### config.mk
export PLATFORM = sky130hd
export DESIGN_NAME = pti_top
export DESIGN_NICKNAME = d
export VERILOG_FILES = /design/src/hw/pti_top.v /design/src/hw/pti_stretch.v
export VERILOG_INCLUDE_DIRS = /design/src /design/src/hw
export SDC_FILE = /design/constraint.sdc
export NUM_CORES = 1
export LEC_CHECK = 0
export CAP_MARGIN = 20
export CORE_ASPECT_RATIO = 2
export CORE_UTILIZATION = 45
export DETAILED_ROUTE_END_ITERATION = 8
export DONT_BUFFER_PORTS = 1
export PLACE_DENSITY = 0.59
export SYNTH_ARGS = -nofsm -noshare
export SYNTH_HDL_FRONTEND = slang
export SYNTH_SLANG_ARGS = --single-unit
export TNS_END_PERCENT = 1
### constraint.sdc
create_clock -name clock -period 2.8 [get_ports clock]
set_input_delay 0.42 -clock clock [delete_from_list [all_inputs] [get_ports clock]]
set_output_delay 0.42 -clock clock [all_outputs]
set_load 0.03 [all_outputs]
### src/hw/pti_defs.vh
// Constants for the modulator trigger interconnect
`ifndef PTI_DEFS_VH
`define PTI_DEFS_VH
`define PTI_NUM_MOD        9
`define PTI_NUM_GP_TRIP    12
`define PTI_NUM_TRIP_EV    15
`define PTI_NUM_TRIP_ZONE  6
`define PTI_NUM_FINE_MOD   8
`define PTI_SYNC_STRETCH   6'h08
`define PTI_CONV_STRETCH   6'h20
`define PTI_CNT_W          6
`endif

### src/hw/pti_top.v
// Trigger, trip and interrupt interconnect around nine modulator modules
// Notes on behaviour
// RQ1: Module one sync output is stretched to 8 clocks before the pin multiplexer.
// RQ2: Nine conv-start-A outputs are OR-ed and stretched to 32 clocks.
// RQ3: Nine conv-start-B outputs are OR-ed and stretched to 32 clocks.
// RQ4: All 18 conv-start outputs go unmerged to the analog subsystem.
// RQ5: Sync inputs come from external sync on trip line one and timebase bit.
// RQ6: Fifteen trip events: twelve trip lines, RAM double-bit error, expander error.
// RQ7: Six trip zones: trip lines one to three, encoder, clock loss, debug halt.
// RQ8: Each module drives an event interrupt and a trip interrupt to the expander.
// RQ9: Modules one to eight have fine-edge placement; module nine does not.
// RQ10: Stretchers are reloaded down-counters; new events extend the pulse.
`timescale 1ns/1ps
`default_nettype none
`include "pti_defs.vh"
module pti_top (
    input  wire        clock,
    input  wire        sys_rst,
    input  wire        clk_en,
    input  wire [11:0] gp_trip_lines,
    input  wire        timebase_clock_sync_bit,
    input  wire        ram_double_bit_error,
    input  wire        irq_expander_error,
    input  wire        encoder_module_error,
    input  wire        clock_loss_flag,
    input  wire        debug_halt,
    input  wire        module_one_sync_out,
    input  wire [8:0]  conv_start_a,
    input  wire [8:0]  conv_start_b,
    input  wire [8:0]  mod_event_irq_in,
    input  wire [8:0]  mod_trip_irq_in,
    output wire        external_sync_in,
    output wire        timebase_sync_out,
    output wire [14:0] trip_event_inputs,
    output wire [5:0]  trip_zone_inputs,
    output wire        sync_to_pin_mux,
    output wire        merged_conv_start_a_out,
    output wire        merged_conv_start_b_out,
    output wire [17:0] conv_start_to_analog,
    output wire [8:0]  modulator_event_irq,
    output wire [8:0]  modulator_trip_irq,
    output wire [8:0]  fine_edge_enable
);

    // ----------------------------------------
    // Internal registers and next values
    // ----------------------------------------
    // Every routed output except the constant fine_edge_enable leaves from a flip-flop
    reg         ext_sync_q;
    wire        ext_sync_d;
    reg         tb_sync_q;
    wire        tb_sync_d;
    reg  [14:0] trip_ev_q;
    wire [14:0] trip_ev_d;
    reg  [5:0]  trip_zone_q;
    wire [5:0]  trip_zone_d;
    reg  [17:0] analog_q;
    wire [17:0] analog_d;
    reg  [8:0]  event_irq_q;
    wire [8:0]  event_irq_d;
    reg  [8:0]  trip_irq_q;
    wire [8:0]  trip_irq_d;

    // Shared trigger requests before stretching
    wire        conv_any_a;
    wire        conv_any_b;

    genvar      t;
    genvar      z;
    genvar      m;

    // ----------------------------------------
    // Synchronization sources
    // ----------------------------------------
    // External sync is trip line one; the timebase bit passes as a level
    assign ext_sync_d = gp_trip_lines[0]; // RQ5
    assign tb_sync_d  = timebase_clock_sync_bit; // RQ5

    // ----------------------------------------
    // Trip event sources
    // ----------------------------------------
    // Twelve trip lines fill the low inputs in order
    generate
        for (t = 0; t < `PTI_NUM_GP_TRIP; t = t + 1) begin : g_trip_ev
            assign trip_ev_d[t] = gp_trip_lines[t]; // RQ6
        end
    endgenerate

    // Memory and expander errors take the next two inputs
    assign trip_ev_d[12] = ram_double_bit_error; // RQ6
    assign trip_ev_d[13] = irq_expander_error; // RQ6

    // Fourteen sources for fifteen inputs: the top one is held inactive
    assign trip_ev_d[14] = 1'b0;

    // ----------------------------------------
    // Trip zone sources
    // ----------------------------------------
    // First three trip lines, then the three fault sources
    generate
        for (z = 0; z < 3; z = z + 1) begin : g_trip_zone
            assign trip_zone_d[z] = gp_trip_lines[z]; // RQ7
        end
    endgenerate

    assign trip_zone_d[3] = encoder_module_error; // RQ7
    assign trip_zone_d[4] = clock_loss_flag; // RQ7
    assign trip_zone_d[5] = debug_halt; // RQ7

    // ----------------------------------------
    // Per-module routing
    // ----------------------------------------
    // Bit m of every nine-bit bus belongs to module m+1
    generate
        for (m = 0; m < `PTI_NUM_MOD; m = m + 1) begin : g_mod
            // Starts go out unmerged, A half below B half
            assign analog_d[m]                = conv_start_a[m]; // RQ4
            assign analog_d[m + `PTI_NUM_MOD] = conv_start_b[m]; // RQ4

            // Two separate requests per module
            assign event_irq_d[m] = mod_event_irq_in[m]; // RQ8
            assign trip_irq_d[m]  = mod_trip_irq_in[m]; // RQ8

            // Capability is fixed; the last module is standard resolution only
            assign fine_edge_enable[m] = (m < `PTI_NUM_FINE_MOD) ? 1'b1 : 1'b0; // RQ9
        end
    endgenerate

    // ----------------------------------------
    // Conversion start merge
    // ----------------------------------------
    // Any module raising its start fires the shared trigger
    assign conv_any_a = |conv_start_a; // RQ2
    assign conv_any_b = |conv_start_b; // RQ3

    // ----------------------------------------
    // Stretchers
    // ----------------------------------------
    // Retriggering lets close events merge into one longer pulse
    // Sync takes the short count, the merged starts the long one
    pti_stretch #(.LEN(`PTI_SYNC_STRETCH)) u_sync (
        .clock     (clock),
        .sys_rst   (sys_rst),
        .clk_en    (clk_en),
        .pulse_in  (module_one_sync_out),
        .pulse_out (sync_to_pin_mux)
    ); // RQ1

    pti_stretch #(.LEN(`PTI_CONV_STRETCH)) u_conv_start_a (
        .clock     (clock),
        .sys_rst   (sys_rst),
        .clk_en    (clk_en),
        .pulse_in  (conv_any_a),
        .pulse_out (merged_conv_start_a_out)
    ); // RQ2

    pti_stretch #(.LEN(`PTI_CONV_STRETCH)) u_conv_start_b (
        .clock     (clock),
        .sys_rst   (sys_rst),
        .clk_en    (clk_en),
        .pulse_in  (conv_any_b),
        .pulse_out (merged_conv_start_b_out)
    ); // RQ3

    // ----------------------------------------
    // Sync registers
    // ----------------------------------------
    // One stage keeps routes aligned with the stretched outputs
    always @(posedge clock or posedge sys_rst) begin
        if (sys_rst) begin
            ext_sync_q <= 1'b0;
            tb_sync_q  <= 1'b0;
        end else if (clk_en) begin
            ext_sync_q <= ext_sync_d;
            tb_sync_q  <= tb_sync_d;
        end
    end

    // ----------------------------------------
    // Trip registers
    // ----------------------------------------
    // Low enable holds every trip input at its last value
    always @(posedge clock or posedge sys_rst) begin
        if (sys_rst) begin
            trip_ev_q   <= 15'h0000;
            trip_zone_q <= 6'h00;
        end else if (clk_en) begin
            trip_ev_q   <= trip_ev_d;
            trip_zone_q <= trip_zone_d;
        end
    end

    // ----------------------------------------
    // Module registers
    // ----------------------------------------
    // Adds one cycle of latency to triggers and interrupts alike
    always @(posedge clock or posedge sys_rst) begin
        if (sys_rst) begin
            analog_q    <= 18'h00000;
            event_irq_q <= 9'h000;
            trip_irq_q  <= 9'h000;
        end else if (clk_en) begin
            analog_q    <= analog_d;
            event_irq_q <= event_irq_d;
            trip_irq_q  <= trip_irq_d;
        end
    end

    // ----------------------------------------
    // Outputs
    // ----------------------------------------
    // Straight from the flip-flops, no logic after them
    assign external_sync_in     = ext_sync_q;
    assign timebase_sync_out    = tb_sync_q;

    assign trip_event_inputs    = trip_ev_q;
    assign trip_zone_inputs     = trip_zone_q;

    assign conv_start_to_analog = analog_q;
    assign modulator_event_irq  = event_irq_q;
    assign modulator_trip_irq   = trip_irq_q;
endmodule
`default_nettype wire

### src/hw/pti_stretch.v
// Retriggerable pulse stretcher built on a reloaded down-counter
`timescale 1ns/1ps
`default_nettype none
`include "pti_defs.vh"
module pti_stretch #(
    parameter [5:0] LEN = `PTI_SYNC_STRETCH
) (
    input  wire clock,
    input  wire sys_rst,
    input  wire clk_en,
    input  wire pulse_in,
    output wire pulse_out
);
    reg  [5:0] count_q;
    wire [5:0] count_d;
    reg        out_q;
    wire       out_d;

    // ----------------------------------------
    // Counter
    // ----------------------------------------
    // Reload on every input so a new event extends the pulse
    assign count_d = pulse_in ? LEN :
                     (count_q != 6'h00) ? count_q - 6'h01 : 6'h00; // RQ10

    // Registered output: high exactly LEN cycles after the last input
    assign out_d = pulse_in | (count_q > 6'h01); // RQ10

    always @(posedge clock or posedge sys_rst) begin
        if (sys_rst) begin
            count_q <= 6'h00;
            out_q   <= 1'b0;
        end else if (clk_en) begin
            count_q <= count_d;
            out_q   <= out_d;
        end
    end

    assign pulse_out = out_q;
endmodule
`default_nettype wire

# Word-level counts from Yosys, hierarchy flattened
# Index checks and enable logic that the tools add are counted.
# W data, S select, Z words.
[word_totals]
in_bits = 58
elab_cells = 33
regBits = 79
[op_classes]
reduce_logical = 5
bitwise_logic = 3
addsub = 3
muxes = 6
magnitude_cmp = 3
[ops]
columns = ["operator", "n"]
rows = [
  ["$mux W6", 6],
  ["$gt A6 B1 Y1 const B", 3],
  ["$reduce_bool A6 Y1", 3],
  ["$reduce_or A9 Y1", 2],
  ["$sub A6 B1 Y6 const B", 3],
  ["$or A1 B1 Y1", 3],
]

# Longest topological paths before layout
# Gate-level depths: netlist of run 1.
[logic_depth]
word_depth = 3
ltp_mapped = 5
ltp_nobuf = 5

# Modules after synthesis
# A second synthesis of run 1 with hierarchy kept.
[hier_totals]
hier_cells = 277
hier_area_um2 = 3746.1
[by_module_without_submodules]
columns = ["module", "area_each_um2", "seq_area_each_um2", "n_inst", "cells_per_inst"]
rows = [
  ["pti_top", 2414.8, 1351.3, 1, 139],
  ["pti_stretch (u_conv_start_a ...)", 441.7, 175.2, 2, 46],
  ["pti_stretch (u_sync)", 447.9, 175.2, 1, 46],
]

# Worst setup path after synthesis of run 1
# Ideal clock, no wire load.
[synth_path]
path_type = "input to register"
startpoint = "in conv_start_a[3]"
endpoint = "reg u_conv_start_a.count_q[5]"
arrival_ns = 1.656
path_stages = 4
setup_slack_ns = 1.023
path_buffers = 0
t_required_ns = 2.679
cell_sequence = "or4_4 > nor4_4 > o31ai_1 > a22o_1"
[synth_between]
elab_chain_len = 2
[synth_lines]
columns = ["element", "line", "rtl"]
rows = [
  ["from (decl)", "pti_top.v:28", "input wire [8:0] conv_start_a,"],
  ["$reduce_or A9 Y1", "pti_top.v:133", "assign conv_any_a = |conv_start_a;"],
  ["$mux W6", "pti_stretch.v:23", "assign count_d = pulse_in ? LEN :"],
  ["to (signal assigned)", "pti_stretch.v:34", "count_q <= count_d;"],
  ["to (decl)", "pti_stretch.v:14", "reg [5:0] count_q;"],
]
# No other way between the ends.
# A chain may end at the register's enable or synchronous reset.

# Worst setup path in the final report of run 1
[layout_path]
startpoint = "reg trip_zone_q[0], in the netlist trip_zone_inputs[0]"
endpoint = "out trip_zone_inputs[0]"
[layout_lines]
columns = ["element", "line", "rtl"]
rows = [
  ["from (decl)", "pti_top.v:55", "reg [5:0] trip_zone_q;"],
  ["from (signal assigned)", "pti_top.v:189", "trip_zone_q <= trip_zone_d;"],
  ["to (decl)", "pti_top.v:35", "output wire [5:0] trip_zone_inputs,"],
]
# No word-level cell between the ends.

==> results of run 1 <==
[through the flow]
step | hold slack (ps) | power, uW
2_1_floorplan | 488.9 | 1769
3_3_place_gp | 447.0 | 1802
3_5_place_dp | 451.7 | 1812
4_1_cts | 93.83 | 2881
5_1_grt | 129.5 | 2970
6_report | 74.06 | 2849
[per-layer routing]
metal / GRT usage, % / vias up / routed length, um
met5: 0 / - / 0
met4: 9.225 / 0 / 212
met3: 6.319 / 16 / 436
met2: 28.84 / 79 / 3469
met1: 18.02 / 988 / 2273
li1: - / 916 / -
[state kept, by name, indices dropped and copies added, names as in the netlist, 6 cells and up]
signal / flops
trip_event_inputs: 11
trip_zone_inputs: 6
conv_start_to_analog: 18
u_conv_start_a.count_q: 6
u_sync.count_q: 6
modulator_event_irq: 9
u_conv_start_b.count_q: 6
modulator_trip_irq: 9
[final timing paths]
path	endpoint
worst max-delay path	trip_zone_inputs[0]
worst min-delay path	trip_event_inputs[6]
worst max register to register	u_sync.count_q[3]
worst min register to register	u_conv_start_a.count_q[5]
max in group asynchronous	u_conv_start_b.count_q[2]
min in group clock	u_sync.count_q[2]
[layout by cell type, fill, tap and decap left out, types with 7 or more instances in the layout]
cell       Yosys  routed
dfrtp_1       75      75
mux2_2        54      54
conb_1         2      10
nand2_1        9       9
clkbuf_16      0       9
o21ai_0        7       7
nand3_1        9       9
ha_1           9       9
inv_1         10       9
[cells by family (layout without fill, tap and decap cells)]
family,Yosys count,count (layout)
compound gates,34,34
fa+ha+maj,9,9
buf+inv,35,27
flops,75,75
mux,54,54
other cells,2,10
simple gates,58,58
[power by group]
part           switching, uW  internal [uW]  total, uW
Clock                    458            603       1060
Sequential               272           1200       1470
Combinational            161            155        316
Total                    891           1960       2850
[cell type report]
type | count | area [um^2] | area share [%]
flip-flops and latches | 75 | 1877 | 51.02
clock inverters | 7 | 52.55 | 1.429
clock buffers | 9 | 225.2 | 6.122
multi-input cells | 165 | 1351 | 36.73
well taps | 92 | 115.1 | 3.129
inverters | 10 | 37.54 | 1.020
repair buffers | 1 | 20.02 | 0.5442
==> summary.md, run 1 <==
| Metric | Value |
|---|---|
| Status | `completed` |
| Synth Flop Type | `dfrtp_1` |
| Final Critical Period | `1647 ps` |
| Post-synth top area cell | `dfrtp_1` |
| GRT overflow | `0` |
| Drt total wl | `6.391 mm` |
| Max VDD drop | `571.1 uV` |
| Synth Area in Adders | `3.328%` |
| RePlAce Congestion | `0.7893` |
| Clk sink count | `75` |
| Routed Antenna Nets | `0` |
| RSZ-0062 raised after global routing | `false` |
| Fin Setup TNS | `0 ps` |
| CP endpoint kind | `output port` |
| Chip width | `63.31 um` |
| Die H | `124.6 um` |
| Fin area | `0.003679 mm^2` |
| CP Launch Point | `trip_zone_inputs[0]` |
| Ys Warns | `0` |
| Global-route wire length before repair | `10.23 mm` |
| Clock-pin slew on the worst setup and hold paths | `60 ps` |
| PD cells | `774.4 mW/mm^2` |
| Post-Syn Instances | `267` |
| Worst slew margin | `43.48%` |
| LEAKAGE | `0.001561 uW` |
| Most common cell in the netlist | `dfrtp_1` |
| Max-slew violations | `0` |
| Slew @ Worst Pin | `847.7 ps` |
| Drt wl/cell | `17.80 um` |
| ANT cells | `0` |
| Critical Path Stages | `0` |
| Core Box Area | `0.007267 mm^2` |
| Synthesized area | `0.003383 mm^2` |
| Post-CTS Setup Inserts | `0` |
| Post-Synth Simple-Gate Area | `10.61%` |
| Hold_buf cts | `0` |
| Register-to-register setup slack | `1260 ps` |
| FMAX | `607.2 MHz` |
| Port Buffers | `0` |
| DRC viols | `0` |
| Initial Util | `46.56%` |
| DR vias/cell | `5.568` |
| Final setup vio count | `0` |
| Register area share after synthesis | `55.47%` |
| CTS Root Cell | `clkbuf_16` |
| Synthesis-stage register bit count | `75` |
| MaxCap Viol Count | `0` |
| Layout cell share with drive strength beyond 1 | `29.59%` |
| Dpl cell area | `0.003401 mm^2` |
| Max FO, Critical Path | `4` |
| Startpoint types | `register` |
| Fraction of registers with async set/reset | `100.0%` |
| Synthesis-to-layout area growth | `8.728%` |
| Vias in the first global route | `2079` |
| # fillers | `667` |
| Rows | `44` |
| Top cells by area, synth | `dfrtp_1 55%, mux2_2 18%, ha_1 3.3%` |
| Worst-case reg-to-reg path depth | `4` |
| Kind of critical path | `reg2out` |
| Largest family of logic cells by synthesized area | `multiplexers` |
| Post-synth EDFFs | `0` |
| Skew-Pair Late Insertion Delay | `330 ps` |
| Syn avg cell area | `12.67 um^2` |
| Largest net degree at the start of global routing | `96` |
| Mux cell area share after synthesis | `17.97%` |
| CTS tree | `built` |
| Min-Delay Path Class | `in2async` |
| Nets@finish | `329` |
| Fin cells | `359` |
| Tcrit/Tclk final | `58.82%` |
| FF-to-FF Start | `u_sync.count_q[3]` |
| Final WS setup | `1153 ps` |
| Initial antenna violation count | `0` |
| Detailed Place HPWL | `4.425 mm` |
| XOR/XNOR share of the synthesized area | `0%` |
| Final hold violations | `0` |
| Place WS | `920.6 ps` |
| Drt pass-1 iters | `4` |
| GRT Util Overall | `17.09%` |
| Die area | `0.007890 mm^2` |
| 1st-iter DRT viols | `62` |
| Post-synthesis compound-gate area fraction | `6.916%` |
| I/O pins | `129` |
| Max Root-Sink Buffers | `2` |
| Post_cts resized | `0` |
| Vias | `1999` |
| Share of Yosys cell area claimed by the top area cell type | `55.47%` |
| Clock Skew | `4.307 ps` |
| CTS Buf Count | `9` |
| CP required | `2380 ps` |
| Final design utilization | `50.62%` |
| Crit path arrival time | `1230 ps` |
| Netlist cell types | `36` |
| H-tree Lvls | `3` |
| Post-Place Cells | `343` |
| Most frequent cells after synthesis | `75 x dfrtp_1, 54 x mux2_2, 14 x buf_4` |
Note: power is estimated with default switching activity, not from simulation.
==> run 2: changes to the inputs <==
==> constraint.sdc (replaced) <==
create_clock -name clock -period 1.6 [get_ports clock]
set_input_delay 0.24 -clock clock [delete_from_list [all_inputs] [get_ports clock]]
set_output_delay 0.24 -clock clock [all_outputs]
set_load 0.03 [all_outputs]
==> summary.md, run 2 (synthesis gave the netlist of run 1 again) <==
| Metric | Value |
|---|---|
| 1st-iter DRT viols | `86 (+39%)` |
| RePlAce Congestion | `0.7441 (-5.7%)` |
| LEAKAGE | `0.001622 uW (+3.9%)` |
| Crit path arrival time | `1770 ps (+540 ps)` |
| Post_cts resized | `0 (unchanged)` |
| Slew @ Worst Pin | `568.9 ps (-278.8 ps)` |
| Max VDD drop | `814.1 uV (+43%)` |
| Skew-Pair Late Insertion Delay | `330 ps (about the same)` |
| Drt pass-1 iters | `4 (unchanged)` |
| Dpl cell area | `0.003437 mm^2 (+1.1%)` |
| H-tree Lvls | `3 (unchanged)` |
| Min-Delay Path Class | `in2reg` |
| Rows | `44 (unchanged)` |
| CTS tree | `built` |
| Die area | `0.007890 mm^2 (unchanged)` |
| Clk sink count | `75 (unchanged)` |
| CP endpoint kind | `register` |
| Clock Skew | `5.109 ps (+0.8023 ps)` |
| Nets@finish | `337 (+2.4%)` |
| Core Box Area | `0.007267 mm^2 (unchanged)` |
| Die H | `124.6 um (unchanged)` |
| CTS Root Cell | `clkbuf_16` |
| Vias | `2030 (+1.6%)` |
| GRT met3 Usage | `5.311% (-1.0 points)` |
| Place WS | `10.60 ps (-910.0 ps)` |
| Drt wl/cell | `17.43 um (-2.1%)` |
| MaxCap Viol Count | `0 (unchanged)` |
| Post-CTS Setup Inserts | `0 (unchanged)` |
| Max Root-Sink Buffers | `2 (unchanged)` |
| Kind of critical path | `reg2reg` |
| GRT Util Overall | `17.56% (+0.47 points)` |
| Max reg flops | `18 (unchanged)` |
| Initial Util | `46.56% (unchanged)` |
| DRC viols | `0 (unchanged)` |
| Busiest grt layer | `met2` |
| Clock-pin slew on the worst setup and hold paths | `60 ps (about the same)` |
| FMAX | `658.9 MHz` |
| Fin area | `0.003774 mm^2 (+2.6%)` |
| Layout cell share with drive strength beyond 1 | `30.66% (+1.1 points)` |
| GRT overflow | `0 (unchanged)` |
| Final WS setup | `82.33 ps (-1071 ps)` |
| ANT cells | `0 (unchanged)` |
| I/O pins | `129 (unchanged)` |
| CTS Buf Count | `9 (unchanged)` |
| Detailed Place HPWL | `4.421 mm (about the same)` |
| Final hold violations | `0 (unchanged)` |
| DR vias/cell | `5.546 (-0.39%)` |
| Drt total wl | `6.380 mm (-0.17%)` |
| Commonest non-fill, non-tap cell in the layout | `dfrtp_1` |
| Met1 Track Usage GR | `18.97% (+0.95 points)` |
| Met2 GRT Util | `29.66% (+0.82 points)` |
| Vias in the first global route | `2092 (+0.63%)` |
| Port Buffers | `0 (unchanged)` |
| Chip width | `63.31 um (unchanged)` |
| RSZ-0062 raised after global routing | `false` |
| Hold_buf cts | `2 (+2)` |
| Tcrit/Tclk final | `94.85%` |
| Largest net degree at the start of global routing | `96 (unchanged)` |
| Max FO, Critical Path | `5 (+1)` |
| Initial antenna violation count | `0 (unchanged)` |
| Final setup vio count | `0 (unchanged)` |
| Most frequent cells in the layout | `75 x dfrtp_1, 54 x mux2_2, 10 x conb_1` |
| Status | `completed` |
| Fin Setup TNS | `0 ps (unchanged)` |
| Synthesis-to-layout area growth | `11.54%` |
| Final Critical Period | `1518 ps` |
| Global-route wire length before repair | `10.46 mm (+2.2%)` |
| PD cells | `1398 mW/mm^2 (+81%)` |
| Startpoint types | `register` |
| Max-slew violations | `0 (unchanged)` |
| CP required | `1850 ps (-530 ps)` |
| Worst slew margin | `62.07% (+19 points)` |
| Routed Antenna Nets | `0 (unchanged)` |
run 2: through the flow:
| step | std cells | hold WS [ps] | total power [uW] | util [%] |
|---|---|---|---|---|
| after global routing | 366 | 26.42 | 5518 | 51.93 |
| final | 366 | 33.61 | 5277 | 51.93 |
| after floorplan | 275 | 329.1 | 3096 | - |
| after global placement | 349 | 269.2 | 3169 | 47.30 |
| after CTS | 366 | 14.01 | 5347 | 51.93 |
| after detailed placement | 349 | 281.6 | 3191 | 47.30 |
run 2: per-layer routing:
layer	vias to the layer above	wire, um
met1	1013	2328
met3	16	387
met2	70	3465
met4	0	199
met5	-	0
li1	931	-
run 2: cell type report:
cell class	count	area, um^2
fillers	661	3493
clock buffers	10	239.0
flip-flops and latches	75	1877
clock inverters	5	77.57
well taps	92	115.1
multi-input cells	165	1351
repair buffers	9	72.57
inverters	10	41.29
run 2: power by group:
| group | switching (uW) | leakage [uW] | internal, uW | total [uW] |
|---|---|---|---|---|
| combinational | 308 | 0.000572 | 296 | 604 |
| sequential | 452 | 0.000896 | 2100 | 2550 |
| clock | 728 | 0.000154 | 1390 | 2120 |
| total | 1490 | 0.00162 | 3790 | 5280 |
run 2: worst max-delay path: stages (launching register included):
cell and delay (ps):
dfrtp_1 380, inv_1 90, ha_1 210, a31o_2 240, or3b_2 430, o21ai_0 80
run 2: path summary, 6_finish.rpt:
kind                                     startpoint               endpoint  slack, ps  depth (start not counted)
max in group asynchronous                   sys_rst       u_sync.pulse_out        710                          3
worst min-delay path            module_one_sync_out       u_sync.pulse_out         30                          1
worst max-delay path              u_sync.count_q[0]      u_sync.count_q[0]         80                          5
min in group asynchronous                   sys_rst  modulator_trip_irq[5]        530                          3
worst max register to register    u_sync.count_q[0]      u_sync.count_q[0]         80                          5
worst min register to register  trip_zone_inputs[0]    trip_zone_inputs[0]        510                          1
==> run 3: changes to the inputs <==
--- a/config.mk
+++ b/config.mk
@@ -12,7 +12,7 @@
 export DETAILED_ROUTE_END_ITERATION = 8
 export DONT_BUFFER_PORTS = 1
 export PLACE_DENSITY = 0.59
+export RECOVER_POWER = 25
 export SYNTH_ARGS = -nofsm -noshare
 export SYNTH_HDL_FRONTEND = slang
 export SYNTH_SLANG_ARGS = --single-unit
-export TNS_END_PERCENT = 1
==> summary.md, run 3 (synthesis gave the netlist of run 1 again) <==
| Metric | Value |
|---|---|
| Initial antenna violation count | `0 (unchanged)` |
| Port Buffers | `0 (unchanged)` |
| LEAKAGE | `0.001621 uW (about the same)` |
| Global-route wire length before repair | `10.46 mm (unchanged)` |
| Routed Antenna Nets | `0 (unchanged)` |
| Drt wl/cell | `17.43 um (unchanged)` |
| Vias | `2030 (unchanged)` |
| Max reg flops | `18 (unchanged)` |
| GRT Util Overall | `17.56% (unchanged)` |
| Drt pass-1 iters | `4 (unchanged)` |
| Startpoint types | `register` |
| Skew-Pair Late Insertion Delay | `330 ps (about the same)` |
| RSZ-0062 raised after global routing | `false` |
| Max-slew violations | `0 (unchanged)` |
| Nets@finish | `337 (unchanged)` |
| FMAX | `658.9 MHz (unchanged)` |
| Register area | `0.001877 mm^2 (unchanged)` |
| Core Box Area | `0.007267 mm^2 (unchanged)` |
| Initial Util | `46.56% (unchanged)` |
| Fin Setup TNS | `0 ps (unchanged)` |
| Status | `completed` |
| H-tree Lvls | `3 (unchanged)` |
| Synthesis-to-layout area growth | `11.46% (about the same)` |
| MaxCap Viol Count | `0 (unchanged)` |
| Post_cts resized | `0 (unchanged)` |
| Max FO, Critical Path | `5 (unchanged)` |
| Min-Delay Path Class | `in2reg` |
| Multi-input logic area | `0.001351 mm^2 (unchanged)` |
| Chip width | `63.31 um (unchanged)` |
| Vias in the first global route | `2092 (unchanged)` |
| Max Root-Sink Buffers | `2 (unchanged)` |
| Die H | `124.6 um (unchanged)` |
| CP required | `1850 ps (about the same)` |
| RePlAce Congestion | `0.7441 (unchanged)` |
| Register-to-register setup slack | `80 ps (about the same)` |
| Tcrit/Tclk final | `94.85% (unchanged)` |
| Max VDD drop | `814.1 uV (unchanged)` |
| CP bufs+invs | `1 (unchanged)` |
| Largest net degree at the start of global routing | `96 (unchanged)` |
| ANT cells | `0 (unchanged)` |
| Clock-pin slew on the worst setup and hold paths | `60 ps (about the same)` |
| Worst slew margin | `42.74% (-19 points)` |
| Rows | `44 (unchanged)` |
| Final design utilization | `51.89% (about the same)` |
| Drt total wl | `6.380 mm (unchanged)` |
| GRT overflow | `0 (unchanged)` |
| Clk sink count | `75 (unchanged)` |
| Die area | `0.007890 mm^2 (unchanged)` |
| Critical Path, Cell by Cell | `inv_1 > ha_1 > a31o_2 > or3b_2 > o21ai_0` |
| Layout cell share with drive strength beyond 1 | `30.66% (unchanged)` |
| Most frequent cells in the layout | `75 x dfrtp_1, 54 x mux2_2, 10 x conb_1` |
| # fillers | `662 (+0.15%)` |
| Detailed Place HPWL | `4.421 mm (unchanged)` |
| Final setup vio count | `0 (unchanged)` |
| DRC viols | `0 (unchanged)` |
| CP endpoint kind | `register` |
| 1st-iter DRT viols | `86 (unchanged)` |
| Commonest non-fill, non-tap cell in the layout | `dfrtp_1` |
| Final hold violations | `0 (unchanged)` |
| CTS tree | `built` |
| Crit path arrival time | `1770 ps (about the same)` |
| Kind of critical path | `reg2reg` |
| CP top delay family | `simple AND/OR/NAND/NOR gates` |
| Total Power | `5276 uW (about the same)` |
| Clock Skew | `5.109 ps (unchanged)` |
| Slowest stage cell, crit path | `or3b_2` |
| Final Critical Period | `1518 ps (unchanged)` |
| DR vias/cell | `5.546 (unchanged)` |
| Crit path largest cell delay | `430 ps (about the same)` |
| I/O pins | `129 (unchanged)` |
| PD cells | `1399 mW/mm^2 (about the same)` |
| Slew @ Worst Pin | `858.9 ps (+290.0 ps)` |
| CTS Buf Count | `9 (unchanged)` |
| CTS Root Cell | `clkbuf_16` |
run 3: cell types whose count changed in the layout (fill, tap and decap cells not counted), sizes merged:
| cell | change |
|---|---|
| buf | -1 |
| clkbuf | +1 |
run 3: path summary, 6_finish.rpt:
kind / from / to / depth (start not counted)
worst max-delay path: u_sync.count_q[0] / u_sync.count_q[0] / 5
worst min-delay path: module_one_sync_out / u_sync.pulse_out / 1
worst max register to register: u_sync.count_q[0] / u_sync.count_q[0] / 5
worst min register to register: trip_zone_inputs[0] / trip_zone_inputs[0] / 1
max in group asynchronous: sys_rst / modulator_event_irq[8] / 3
min in group asynchronous: sys_rst / trip_event_inputs[13] / 3
run 3: layout make-up:
cell class,instances,area share [%]
sequential,75,49.77
timing repair buffer,9,1.858
inverter,10,1.095
tap,92,3.052
clock inverter,5,2.057
multi-input combinational,165,35.83
clock buffer,10,6.337
run 3: repair_timing:
item / CTS / global route
buffers inserted: 0 / 0
hold buffers: 2 / 0
endpoints found under the hold margin: 76 / 0
run 3: layer usage:
metal | up-vias | track usage, % | routed length, um
li1 | 931 | - | -
met5 | - | 0 | 0
met2 | 70 | 29.66 | 3464
met3 | 16 | 5.311 | 387
met1 | 1013 | 18.97 | 2329
met4 | 0 | 10.16 | 199
run 3: where the power goes:
part           switching (uW)  total [uW]  internal, uW
Combinational             308         604           295
Sequential                452        2550          2100
Clock                     728        2120          1390
Total                    1490        5280          3790
run 3: through the flow:
step                cells  cell area, um^2  hold slack, ps  setup slack [ps]
finish                366             3771           33.61             82.33
global route          366             3771           26.42             32.10
CTS                   366             3774           14.01             81.22
detailed placement    349             3437           281.6             10.60
global placement      349             3437           269.2             25.30
floorplan             275             3417           329.1             3.243
